===== src/scale_xchg_cfg.svh =====
// constants for the per-scale discrete exchange block
// Notes on behaviour
// two 16-bit words each way per scale
// status bits 0,1,2,9,12,13,14,15 fixed
// flag update-in-progress when read meets rewrite
// controller rereads words flagged update-in-progress
// data-ok only when normal; else weight zero
// status bit0 is setpoint1 or under
// status bit1 is setpoint2 or ok band
// status bit2 is zero tolerance or over
// output word0 holds tare or setpoint value
// command bits 0-2 select reported weight
// bit3 rising copies word0 to preset tare
// bits 4-7 rising: clear, tare, print, zero
// bit8 enables setpoint high-level outputs
// bit8 rising after download commits non-volatile
// bit15 rising loads setpoint 1 value
// setpoint value is in calibrated unit
// bits 12-14 drive three parallel outputs
// parallel outputs follow only in indicator mode
// interlock rejects tare while tare active
// interlock allows clear tare only at zero
// command bits 9-11 are ignored
// command edges found against previous word
`ifndef SCALE_XCHG_CFG_SVH
`define SCALE_XCHG_CFG_SVH
// ************************************
// shared word addresses
// ************************************
`define XCHG_ADDR_WEIGHT 2'h0
`define XCHG_ADDR_STATUS 2'h1
`define XCHG_ADDR_VALUE 2'h2
`define XCHG_ADDR_CMD 2'h3
// ************************************
// status word bit positions
// ************************************
`define STS_SP1 0
`define STS_SP2 1
`define STS_ZTOL 2
`define STS_PAR_IN 9
`define STS_MOTION 12
`define STS_NET 13
`define STS_UIP 14
`define STS_DATA_OK 15
// ************************************
// command word bit positions
// ************************************
`define CMD_SEL_LO 0
`define CMD_SEL_HI 2
`define CMD_PRESET 3
`define CMD_CLR_TARE 4
`define CMD_PB_TARE 5
`define CMD_PRINT 6
`define CMD_ZERO 7
`define CMD_SP_EN 8
`define CMD_PAR_LO 12
`define CMD_PAR_HI 14
`define CMD_LOAD_SP1 15
// ************************************
// weight source codes and reset values
// ************************************
`define SEL_GROSS 3'h0
`define SEL_NET 3'h1
`define SEL_DISP 3'h2
`define SEL_TARE 3'h3
`define SEL_SP1 3'h4
`define WORD_RESET 16'h0000
`define PAR_RESET 3'h0
`endif


===== src/scale_xchg_pkg.sv =====
// types shared by the exchange block
package scale_xchg_pkg;
  // refresh sequencer states, one-hot
  typedef enum logic [2:0]
  {
    REF_IDLE = 3'h1,
    REF_WORD0 = 3'h2,
    REF_WORD1 = 3'h4
  } refresh_state_t;
  typedef logic [15:0] word_t;
endpackage : scale_xchg_pkg


===== src/shared_mem_if.sv =====
// carrier between the exchange core and its shared word memory
`timescale 1ns/10ps
interface shared_mem_if;
  logic dev_we; // device writes an input word
  logic [1:0] dev_addr;
  logic [15:0] dev_wdata;
  logic plc_we; // controller writes an output word
  logic [1:0] plc_addr;
  logic [15:0] plc_wdata;
  logic rd; // controller read strobe
  logic [1:0] rd_addr;
  logic [15:0] rd_or; // bits forced high into the read answer
  logic [15:0] rdata; // registered read answer
  modport core
  (
    output dev_we, dev_addr, dev_wdata, plc_we, plc_addr, plc_wdata, rd, rd_addr, rd_or,
    input rdata
  );
  modport mem
  (
    input dev_we, dev_addr, dev_wdata, plc_we, plc_addr, plc_wdata, rd, rd_addr, rd_or,
    output rdata
  );
endinterface : shared_mem_if


===== src/scale_xchg.sv =====
// per-scale discrete exchange between weighing terminal and controller
`timescale 1ns/10ps
`include "scale_xchg_cfg.svh"
module scale_xchg
(
  input wire logic i_clk,
  input wire logic i_reset,
  // controller side shared word port
  input wire logic [1:0] i_addr,
  input wire logic [15:0] i_wdata,
  input wire logic i_wr,
  input wire logic i_rd,
  output logic [15:0] o_rdata,
  // terminal side: refresh request and weights
  input wire logic i_refresh,
  input wire logic [15:0] i_gross,
  input wire logic [15:0] i_net,
  input wire logic [15:0] i_displayed,
  input wire logic [15:0] i_tare,
  input wire logic [15:0] i_target,
  input wire logic [15:0] i_setpoint1,
  // terminal side: scale state
  input wire logic i_scale_normal,
  input wire logic i_over_range,
  input wire logic i_under_range,
  input wire logic i_power_up,
  input wire logic i_expanded,
  input wire logic i_setup,
  input wire logic i_motion,
  input wire logic i_net_mode,
  input wire logic i_overunder_mode,
  input wire logic i_indicator_mode,
  input wire logic i_tare_interlock,
  input wire logic i_tare_active,
  input wire logic i_gross_zero,
  // terminal side: setpoint and comparator indications
  input wire logic i_sp1_out,
  input wire logic i_sp2_out,
  input wire logic i_ztol_out,
  input wire logic i_under_ind,
  input wire logic i_ok_ind,
  input wire logic i_over_ind,
  // parallel input pin, asynchronous
  input wire logic i_parallel_input_state,
  // commands toward the terminal
  output logic o_preset_tare_load,
  output logic [15:0] o_preset_tare,
  output logic o_clear_tare,
  output logic o_pb_tare,
  output logic o_print,
  output logic o_zero,
  output logic o_setpoint_enable,
  output logic o_sp1_load,
  output logic [15:0] o_sp1_value,
  output logic o_nv_store,
  output logic o_parallel_output_one,
  output logic o_parallel_output_two,
  output logic o_parallel_output_three
);
  // ************************************
  // helpers
  // ************************************
  // weight source decode, codes 5-7 fall back to gross
  function automatic logic [15:0] pick_weight
  (
    input logic [2:0] sel,
    input logic [15:0] gross,
    input logic [15:0] net,
    input logic [15:0] disp,
    input logic [15:0] tare_or_target,
    input logic [15:0] sp1
  );
    logic [15:0] w;
    w = gross;
    case (sel)
      `SEL_NET: w = net;
      `SEL_DISP: w = disp;
      `SEL_TARE: w = tare_or_target;
      `SEL_SP1: w = sp1;
      default: w = gross;
    endcase
    return w;
  endfunction : pick_weight

  // ************************************
  // declarations
  // ************************************
  shared_mem_if mbus ();
  scale_xchg_pkg::refresh_state_t ref_state_r; // refresh sequencer
  scale_xchg_pkg::refresh_state_t ref_state_nxt;
  logic par_meta_r; // first synchroniser stage
  logic par_sync_r; // synchronised parallel input
  logic [15:0] cmd_r; // last latched command word
  logic [15:0] value_r; // last latched value word
  logic [15:0] cmd_rise; // bits going 0 to 1 on this write
  logic cmd_wr; // command word write this cycle
  logic val_wr; // value word write this cycle
  logic [15:0] value_now; // value as seen by this command
  logic sp_pending_r; // setpoint downloaded, not yet committed
  logic uip_r; // sticky update-in-progress flag
  logic rd0_seen_r; // weight read, status read still due
  logic busy; // rewrite of input words under way
  logic data_ok; // scale in normal operation
  logic [15:0] weight_word; // weight as reported
  logic [15:0] status_word; // status as reported
  logic [15:0] status_latch_r; // status taken at refresh start
  logic [15:0] weight_latch_r; // weight taken at refresh start
  logic [15:0] tare_or_target;
  logic sp1_bit;
  logic sp2_bit;
  logic ztol_bit;
  logic tare_ok; // tare request allowed
  logic clear_ok; // clear-tare request allowed

  shared_word_mem u_mem
  (
    .i_clk(i_clk),
    .i_reset(i_reset),
    .bus(mbus.mem)
  );

  // ************************************
  // parallel input synchroniser
  // ************************************
  // two stages; only the second stage is read
  always_ff @(posedge i_clk)
  begin
    if (i_reset)
    begin
      par_meta_r <= 1'b0;
      par_sync_r <= 1'b0;
    end
    else
    begin
      par_meta_r <= i_parallel_input_state;
      par_sync_r <= par_meta_r;
    end
  end

  // ************************************
  // command word edge detection
  // ************************************
  assign cmd_wr = i_wr && i_addr == `XCHG_ADDR_CMD;
  assign val_wr = i_wr && i_addr == `XCHG_ADDR_VALUE;
  // rising bits against the previous latched word, one shot per change
  assign cmd_rise = cmd_wr ? (i_wdata & ~cmd_r) : 16'h0000;
  assign value_now = value_r;

  // latch the controller's words; bits 9-11 are stored but never used
  always_ff @(posedge i_clk)
  begin
    if (i_reset)
    begin
      cmd_r <= `WORD_RESET;
      value_r <= `WORD_RESET;
    end
    else
    begin
      if (cmd_wr)
        cmd_r <= i_wdata;
      if (val_wr)
        value_r <= i_wdata;
    end
  end

  // ************************************
  // tare interlock checks
  // ************************************
  // with interlocks on, tares never stack and clears need gross zero
  assign tare_ok = !i_tare_interlock || !i_tare_active;
  assign clear_ok = !i_tare_interlock || i_gross_zero;

  // ************************************
  // command pulses
  // ************************************
  always_ff @(posedge i_clk)
  begin
    if (i_reset)
    begin
      o_preset_tare_load <= 1'b0;
      o_preset_tare <= `WORD_RESET;
      o_clear_tare <= 1'b0;
      o_pb_tare <= 1'b0;
      o_print <= 1'b0;
      o_zero <= 1'b0;
    end
    else
    begin
      o_preset_tare_load <= cmd_rise[`CMD_PRESET] && tare_ok;
      if (cmd_rise[`CMD_PRESET] && tare_ok)
        o_preset_tare <= value_now;
      o_clear_tare <= cmd_rise[`CMD_CLR_TARE] && clear_ok;
      o_pb_tare <= cmd_rise[`CMD_PB_TARE] && tare_ok;
      o_print <= cmd_rise[`CMD_PRINT];
      o_zero <= cmd_rise[`CMD_ZERO];
    end
  end

  // ************************************
  // setpoint load, enable and commit
  // ************************************
  // value is taken as is, in the calibrated unit; no conversion here
  always_ff @(posedge i_clk)
  begin
    if (i_reset)
    begin
      o_sp1_load <= 1'b0;
      o_sp1_value <= `WORD_RESET;
      o_setpoint_enable <= 1'b0;
      o_nv_store <= 1'b0;
      sp_pending_r <= 1'b0;
    end
    else
    begin
      o_sp1_load <= cmd_rise[`CMD_LOAD_SP1];
      if (cmd_rise[`CMD_LOAD_SP1])
        o_sp1_value <= value_now;
      if (cmd_wr)
        o_setpoint_enable <= i_wdata[`CMD_SP_EN];
      // commit at once when enabled, else hold until enable rises
      if (cmd_rise[`CMD_LOAD_SP1] && i_wdata[`CMD_SP_EN])
      begin
        o_nv_store <= 1'b1;
        sp_pending_r <= 1'b0;
      end
      else if (cmd_rise[`CMD_LOAD_SP1])
      begin
        o_nv_store <= 1'b0;
        sp_pending_r <= 1'b1;
      end
      else if (cmd_rise[`CMD_SP_EN] && sp_pending_r)
      begin
        o_nv_store <= 1'b1;
        sp_pending_r <= 1'b0;
      end
      else
        o_nv_store <= 1'b0;
    end
  end

  // ************************************
  // parallel outputs
  // ************************************
  // outside indicator mode the outputs keep their last state
  always_ff @(posedge i_clk)
  begin
    if (i_reset)
      {o_parallel_output_three, o_parallel_output_two, o_parallel_output_one} <= `PAR_RESET;
    else if (cmd_wr && i_indicator_mode)
      {o_parallel_output_three, o_parallel_output_two, o_parallel_output_one} <=
        i_wdata[`CMD_PAR_HI:`CMD_PAR_LO];
  end

  // ************************************
  // input word composition
  // ************************************
  assign tare_or_target = i_overunder_mode ? i_target : i_tare;
  assign data_ok = i_scale_normal && !i_over_range && !i_under_range && !i_power_up && !i_expanded
    && !i_setup;
  assign weight_word = data_ok ? pick_weight(cmd_r[`CMD_SEL_HI:`CMD_SEL_LO], i_gross, i_net, i_displayed,
    tare_or_target, i_setpoint1) : 16'h0000;
  assign sp1_bit = i_overunder_mode ? i_under_ind : i_sp1_out;
  assign sp2_bit = i_overunder_mode ? i_ok_ind : i_sp2_out;
  assign ztol_bit = i_overunder_mode ? i_over_ind : i_ztol_out;

  // status bits at their fixed places, unused bits zero
  always_comb
  begin
    status_word = 16'h0000;
    status_word[`STS_SP1] = sp1_bit;
    status_word[`STS_SP2] = sp2_bit;
    status_word[`STS_ZTOL] = ztol_bit;
    status_word[`STS_PAR_IN] = par_sync_r;
    status_word[`STS_MOTION] = i_motion;
    status_word[`STS_NET] = i_net_mode;
    status_word[`STS_DATA_OK] = data_ok;
  end

  // ************************************
  // refresh sequencer
  // ************************************
  // words go in one per cycle, so a read can see a torn pair
  always_comb
  begin
    ref_state_nxt = ref_state_r;
    unique case (ref_state_r)
      scale_xchg_pkg::REF_IDLE:
        if (i_refresh)
          ref_state_nxt = scale_xchg_pkg::REF_WORD0;
      scale_xchg_pkg::REF_WORD0:
        ref_state_nxt = scale_xchg_pkg::REF_WORD1;
      scale_xchg_pkg::REF_WORD1:
        ref_state_nxt = scale_xchg_pkg::REF_IDLE;
      default:
        ref_state_nxt = scale_xchg_pkg::REF_IDLE;
    endcase
  end

  // state register
  always_ff @(posedge i_clk)
  begin
    if (i_reset)
      ref_state_r <= scale_xchg_pkg::REF_IDLE;
    else
      ref_state_r <= ref_state_nxt;
  end

  // snapshot both words together so the pair is coherent
  always_ff @(posedge i_clk)
  begin
    if (i_reset)
    begin
      weight_latch_r <= `WORD_RESET;
      status_latch_r <= `WORD_RESET;
    end
    else if (ref_state_r == scale_xchg_pkg::REF_IDLE && i_refresh)
    begin
      weight_latch_r <= weight_word;
      status_latch_r <= status_word;
    end
  end

  assign busy = ref_state_r != scale_xchg_pkg::REF_IDLE;

  // ************************************
  // update-in-progress flag
  // ************************************
  // set by a read during rewrite or a rewrite between the two reads;
  // cleared by the status read, and a new set wins over that clear
  always_ff @(posedge i_clk)
  begin
    if (i_reset)
    begin
      uip_r <= 1'b0;
      rd0_seen_r <= 1'b0;
    end
    else
    begin
      if ((i_rd && busy) || (busy && rd0_seen_r))
        uip_r <= 1'b1;
      else if (i_rd && i_addr == `XCHG_ADDR_STATUS)
        uip_r <= 1'b0;
      if (i_rd && i_addr == `XCHG_ADDR_WEIGHT)
        rd0_seen_r <= 1'b1;
      else if (i_rd && i_addr == `XCHG_ADDR_STATUS)
        rd0_seen_r <= 1'b0;
    end
  end

  // ************************************
  // memory port wiring
  // ************************************
  assign mbus.dev_we = busy;
  assign mbus.dev_addr = (ref_state_r == scale_xchg_pkg::REF_WORD0) ? `XCHG_ADDR_WEIGHT : `XCHG_ADDR_STATUS;
  assign mbus.dev_wdata = (ref_state_r == scale_xchg_pkg::REF_WORD0) ? weight_latch_r : status_latch_r;
  assign mbus.plc_we = i_wr && i_addr[1]; // only output words are writable
  assign mbus.plc_addr = i_addr;
  assign mbus.plc_wdata = i_wdata;
  assign mbus.rd = i_rd;
  assign mbus.rd_addr = i_addr;
  // status answer carries the flag, including a read landing mid-rewrite
  assign mbus.rd_or = (i_addr == `XCHG_ADDR_STATUS && (uip_r || busy)) ? (16'h0001 << `STS_UIP) : 16'h0000;
  assign o_rdata = mbus.rdata;
endmodule : scale_xchg


===== src/shared_word_mem.sv =====
// four-word shared memory with a registered read answer
`timescale 1ns/10ps
`include "scale_xchg_cfg.svh"
module shared_word_mem
(
  input wire logic i_clk,
  input wire logic i_reset,
  shared_mem_if.mem bus
);
  // ************************************
  // storage
  // ************************************
  logic [15:0] mem_r [4]; // the four exchanged words
  logic [15:0] rdata_r; // answer register

  // both write ports; the core keeps them on distinct addresses
  genvar g;
  generate
    for (g = 0; g < 4; g++)
    begin : g_word
      always_ff @(posedge i_clk)
      begin
        if (i_reset)
          mem_r[g] <= `WORD_RESET;
        else if (bus.dev_we && bus.dev_addr == 2'(g))
          mem_r[g] <= bus.dev_wdata;
        else if (bus.plc_we && bus.plc_addr == 2'(g))
          mem_r[g] <= bus.plc_wdata;
      end
    end
  endgenerate

  // answer stands only in the cycle after the read strobe
  always_ff @(posedge i_clk)
  begin
    if (i_reset)
      rdata_r <= `WORD_RESET;
    else if (bus.rd)
      rdata_r <= mem_r[bus.rd_addr] | bus.rd_or;
    else
      rdata_r <= `WORD_RESET;
  end

  assign bus.rdata = rdata_r;
endmodule : shared_word_mem


===== config.mk =====
export PLATFORM = sky130hd
export DESIGN_NAME = scale_xchg
export DESIGN_NICKNAME = d
export VERILOG_FILES = /design/src/scale_xchg_pkg.sv /design/src/shared_mem_if.sv /design/src/scale_xchg.sv /design/src/shared_word_mem.sv
export VERILOG_INCLUDE_DIRS = /design/src
export SDC_FILE = /design/constraint.sdc
export NUM_CORES = 1
export LEC_CHECK = 0
export BUFFER_PORTS_ARGS = -buffer_cell sky130_fd_sc_hd__buf_2
export CORE_UTILIZATION = 25
export DETAILED_ROUTE_END_ITERATION = 8
export HOLD_SLACK_MARGIN = 0.06
export PLACE_DENSITY = 0.56
export SLEW_MARGIN = 10
export SYNTH_ARGS = -nofsm -noshare
export SYNTH_HDL_FRONTEND = slang
export SYNTH_SLANG_ARGS = --single-unit

===== constraint.sdc =====
create_clock -name i_clk -period 1.7 [get_ports i_clk]
set_input_delay 0 -clock i_clk [delete_from_list [all_inputs] [get_ports i_clk]]
set_output_delay 0 -clock i_clk [all_outputs]
set_load 0.03 [all_outputs]

# Word level (Yosys, flattened, before mapping)
# Memories as Yosys holds them, arrays and structs flattened.
# Index checks and enable logic that the tools add are counted.
[classes] eq_ne=14 muxes=58 bitwise=13 reduce_logical=47
[ops] op="$mux 16" count=12
[ops] op="$pmux 16 s4" count=1
[ops] op="$mux 1" count=42
[ops] op="$logic_and 1x1->1" count=28
[ops] op="$and 16x16->16" count=1
[ops] op="$not 16->16" count=1
[ops] op="$or 16x15->16" count=1
[ops] op="$mux 15" count=1
[ops] op="$eq 3x2->1 const B" count=3
[ops] op="$or 1x1->1" count=8
[ops] op="$logic_not 1->1" count=7
[ops] op="$eq 3x1->1 const B" count=2
[ops] op="$pmux 3 s2" count=1
[ops] op="$reduce_bool 2->1" count=3
[ops] op="$reduce_or 2->1" count=3
[ops] op="$eq 1x2->1 const B" count=2
[ops] op="$eq 2x2->1 const B" count=2
[ops] op="$logic_not 2->1" count=2
[ops] op="$logic_or 1x1->1" count=4
[ops] op="$eq 3x3->1 const B" count=1
[ops] op="$mux 3" count=1
[ops] op="$ne 3x1->1 const B" count=1
[ops] op="$eq 2x1->1 const B" count=1
[ops] op="$ne 2x2->1 const B" count=1
[ops] op="2 further kinds" count=3
[totals] register_bits=122 ramBits=64 output_inout_bits=59 elab_cells=157 n_memories=1
[mem_list] name="u_mem.mem_r" depth=4 word_bits=16 read_ports=1 rd_ports_with_merged_regs=0 wr=4 line_no="shared_word_mem.sv:13" rtl="logic [15:0] mem_r [4];"

# Longest topological paths before layout
[logic_depth] ltp_word=9 ltp_mapped=7

# Hierarchy
# From an unflattened synthesis, not the netlist that was laid out.
[unflattened] cells_unflattened=793 hier_area_um2=8296.7
[modules_own_cells] mod="scale_xchg" n_inst=1 cells_per_inst=547 area_each_um2=4600.7 seq_area_each_um2=1981.9
[modules_own_cells] mod="shared_word_mem" n_inst=1 cells_per_inst=246 area_each_um2=3696.0 seq_area_each_um2=2242.2

# Least setup slack after synthesis
# Ideal clock, no wire load.
[synth_path] path_type="input to register" start="input port i_reset" end="memory u_mem.mem_r[0][0] (enable)" setup_ns=0.392 arrival_ns=1.346 path_slack_ns=-0.038 cell_stages=4 cell_sequence="clkbuf_1 -> clkbuf_1 -> buf_1 -> o21bai_1"
[synth_lines] element="start: declaration" line_no="scale_xchg.sv:7" rtl="input wire logic i_reset,"
[synth_lines] element="end: declaration" line_no="shared_word_mem.sv:13"

# Worst setup path in the final report
[layout_path] start="register ref_state_r[1]" end="register uip_r"
[layout_between] elab_chain_cells=4 elab_cells_between_ends=6
[layout_rtl] element="start: declaration" line_no="scale_xchg.sv:89" rtl="scale_xchg_pkg::refresh_state_t ref_state_r;"
[layout_rtl] element="start signal: assignment" line_no="scale_xchg.sv:303" rtl="ref_state_r <= scale_xchg_pkg::REF_IDLE;"
[layout_rtl] element="start signal: assignment" line_no="scale_xchg.sv:305" rtl="ref_state_r <= ref_state_nxt;"
[layout_rtl] element="$ne 3x1->1 (*)" line_no="scale_xchg.sv:323" rtl="assign busy = ref_state_r != scale_xchg_pkg::REF_IDLE;"
[layout_rtl] element="$logic_and 1x1->1" line_no="scale_xchg.sv:339" rtl="if ((i_rd && busy) || (busy && rd0_seen_r))"
[layout_rtl] element="$logic_or 1x1->1 (*)" line_no="scale_xchg.sv:339"
[layout_rtl] element="$mux 1 / $reduce_bool 2->1 (equally long branches)"
[layout_rtl] element="end signal: assignment" line_no="scale_xchg.sv:334" rtl="uip_r <= 1'b0;"
[layout_rtl] element="end signal: assignment" line_no="scale_xchg.sv:340" rtl="uip_r <= 1'b1;"
[layout_rtl] element="end signal: assignment" line_no="scale_xchg.sv:342" rtl="uip_r <= 1'b0;"
[layout_rtl] element="end: declaration" line_no="scale_xchg.sv:100" rtl="logic uip_r;"
# Every way passes the cells marked *; elsewhere a longest branch is shown, timed or not.
# A chain may end at the register's enable or synchronous reset.

==> flow_summary.toml <==
[setup_path]
endpoint_kind = "flip-flop"
crit_arrival_ps = 1910
crit_fanout = 6
critPathKind = "reg -> reg"
worst_setup_path_start_kind = "flip-flop"
required_ps = 2000

[route]
firstDrtPassIters = 4
ant_nets = 0
wirelength_um = 21800
detail_route.vias_per_cell = 4.38
post_drt_wl_per_cell_um = 16.1
via_count = 5957
drc = 0
drtIter0Drc = 231

[placement]
dpl_cell_area_um2 = 8870
io_buffers = 197
place.gp.congestion = 0.795
place_ws_ps = -99.2
hpwl_um = 15900

[logic_synthesis]
synthCells = 652
synth-compound-area-share = 0.0999
yosys-mux-area-fraction = 0.0970
synth_area_um2 = 7320
synthArstFlopShare = 0
synth-simple-area-share = 0.194
syn_area_per_cell_um2 = 11.2
synth-edff-count = 64
synthFlopType = "dfxtp_1"
synth_area_leaders = "dfxtp_1, edfxtp_1, mux4_2"
synthAdderAreaFrac = 0
synth_top_cell_area_share = 0.314
synth_xor_area_frac = 0.00239
yosys.area.top_type = "dfxtp_1"
yosysWarnings = 0
synth_top_family_by_area = "simple AND/OR/NAND/NOR gates"
postSynthRegisterBits = 179
yosysSeqAreaShare = 0.577
synthDistinctLibCells = 45

[sta]
hold_viol_final = 0
max_slew_margin = 0.462
clock.fmax_mhz = 624
clock_skew_ps = 14.8
maxSlewViolCount = 0
hold-worst-slack_ps = 72.1
tightest_slew_ps = 806
rsz0062_at_grt = "false"
min_period_ps = 1600
setup_ws_ps = 97.0
setup_viol = 0
min_period_over_period = 0.943

[clocking]
cts_made_buffers = 17
htree_levels = 4
clock_sinks = 179
clk_transition_reported_paths_ps = 70
clockRootBuffer = "clkbuf_16"
cts.path.max_buffers = 2
cts_tree = "done"
insertion_delay_ps = 430
post_cts_buffers = 0

[pwr]
comb_power_share = 0.111
pwr-share-seq = 0.481
powerDensity_nw_per_um2 = 943
p_sw_frac = 0.232
p_total_w = 0.00986
p_leak_nw = 4.52
vdd_drop_max_mv = 0.569
p_sw_w = 0.00229
clockPowerShare = 0.408
p_int_w = 0.00756

[global_route]
grt_overflow = 0
grt_pass1_vias = 6186
grt_use_met3 = 0.0251
grtUsageMet2 = 0.258
busiest_layer = "met2"
grt_first_pass_wirelength_um = 34200
antenna_found_initial = 0
track_usage = 0.149
grt_max_degree = 30
grt_util_met1 = 0.184

[die]
fp.dieH_um = 173
io_pins = 198
chipWidth_um = 173
dieArea_um2 = 30000
initial_core_util = 0.254
rows = 62
core_um2 = 28800

[run]
drv_cap = 0

[hold_path]
min_path_type = "in -> reg"

[finish]
drive_above_1_share = 0.306
nNetsFinal = 1101
postLayoutCellArea_um2 = 10500
n_antenna_cell = 0
synthToLayoutAreaGrowth_pct = 42.7
final_util = 0.363

[status]
status = "complete, no violations"
-- registers in the layout, indices dropped and copies added (netlist names), 3 cells and up --
name / cells
ref_state_r: 3
o_sp1_value: 16
u_mem.bus.rdata: 16
weight_latch_r: 16
value_now: 16
o_preset_tare: 16
status_latch_r: 7
u_mem.mem_r: 64
cmd_r: 10
-- per-stage QoR --
step                setup TNS, ps  cells
global placement             -968   1231
detailed placement          -1260   1231
CTS                             0   1359
finish                          0   1359
global route                    0   1359
floorplan                       0    660
-- synthesized netlist by cell type, types with 2 or more instances --
cell      instances
edfxtp_1         64
buf_2            14
a21oi_1          50
a211oi_1          4
dfxtp_1         115
nor3b_2           2
nor2b_1          22
mux4_2           16
buf_6             3
nand2b_1         19
o221ai_1         16
nor3b_1           2
nand2_1          82
nor2_1           49
or2_2            12
clkbuf_1         17
nor3_1            3
nand3b_1          3
and2_1           56
nor2_2            2
buf_4             4
a21o_1           17
mux2i_1          35
nand3_1           3
or2_0             2
xnor2_1           2
inv_1             3
a32o_1           16
or2_1             3
-- final cells by class --
class,count,area (µm²)
multi-input cells,439,2940
inverters,3,11.3
clock buffers,22,485
flip-flops and latches,179,4230
repair buffers,322,2190
clock inverters,10,121
fillers,2891,18300
well taps,384,480
-- repair_timing --
item                                    4_1_cts  5_1_grt
endpoints found under the setup margin       16        7
endpoints found under the hold margin       100        0
hold buffers                                 96        0
gates resized for setup                       3        2
-- per-layer routing --
| layer | wire [µm] | vias to the layer above |
|---|---|---|
| met1 | 9800 | 2853 |
| li1 | - | 2906 |
| met5 | 0 | - |
| met2 | 10800 | 162 |
| met4 | 569 | 0 |
| met3 | 699 | 36 |
-- final timing paths --
check	endpoint	cells past startpoint	slack [ps]	startpoint
setup / recovery	uip_r$_SDFFE_PP0P_	5	100	ref_state_r[1]$_SDFFE_PP0P_
hold / removal	weight_latch_r[2]$_SDFFE_PP0P_	4	70	i_target[2]
hold reg to reg	o_zero$_SDFF_PP0_	1	420	cmd_r[7]$_SDFFE_PP0P_
setup reg to reg	uip_r$_SDFFE_PP0P_	5	100	ref_state_r[1]$_SDFFE_PP0P_
-- worst max-delay path, cell delays in order, from the launching register on --
cell and delay (ps):
dfxtp_1 350, nor3b_4 330, nor2_1 80, nor2_1 100, a311oi_1 50, dlygate4sd3_1 580
-- cell families after synthesis --
logic type      Yosys count
simple gates            271
flops                   179
compound gates          106
mux                      51
buf+inv                  42
xor+xnor                  2
other cells               1
-- power groups by stage --
stage | Sequential (W) | Combinational (W) | Clock [W]
detailed placement | 0.00484 | 0.000921 | 0
floorplan | 0.00484 | 0.000488 | 0
CTS | 0.00474 | 0.00111 | 0.00412
global route | 0.00476 | 0.00119 | 0.00428
finish | 0.00474 | 0.00110 | 0.00402
global placement | 0.00483 | 0.000913 | 0
-- cell usage in the layout, fill, tap and decap left out, types with 22 or more instances in the layout --
master         synthesis  routed
a21oi_1               50      50
and2_1                56      56
buf_2                 14     197
buf_4                  4      27
dfxtp_1              115     113
dlygate4sd3_1          0      96
edfxtp_1              64      64
mux2i_1               35      35
nand2_1               82      82
nor2_1                49      49
nor2b_1               22      22
No activity file was read; power rests on OpenSTA's default activity.
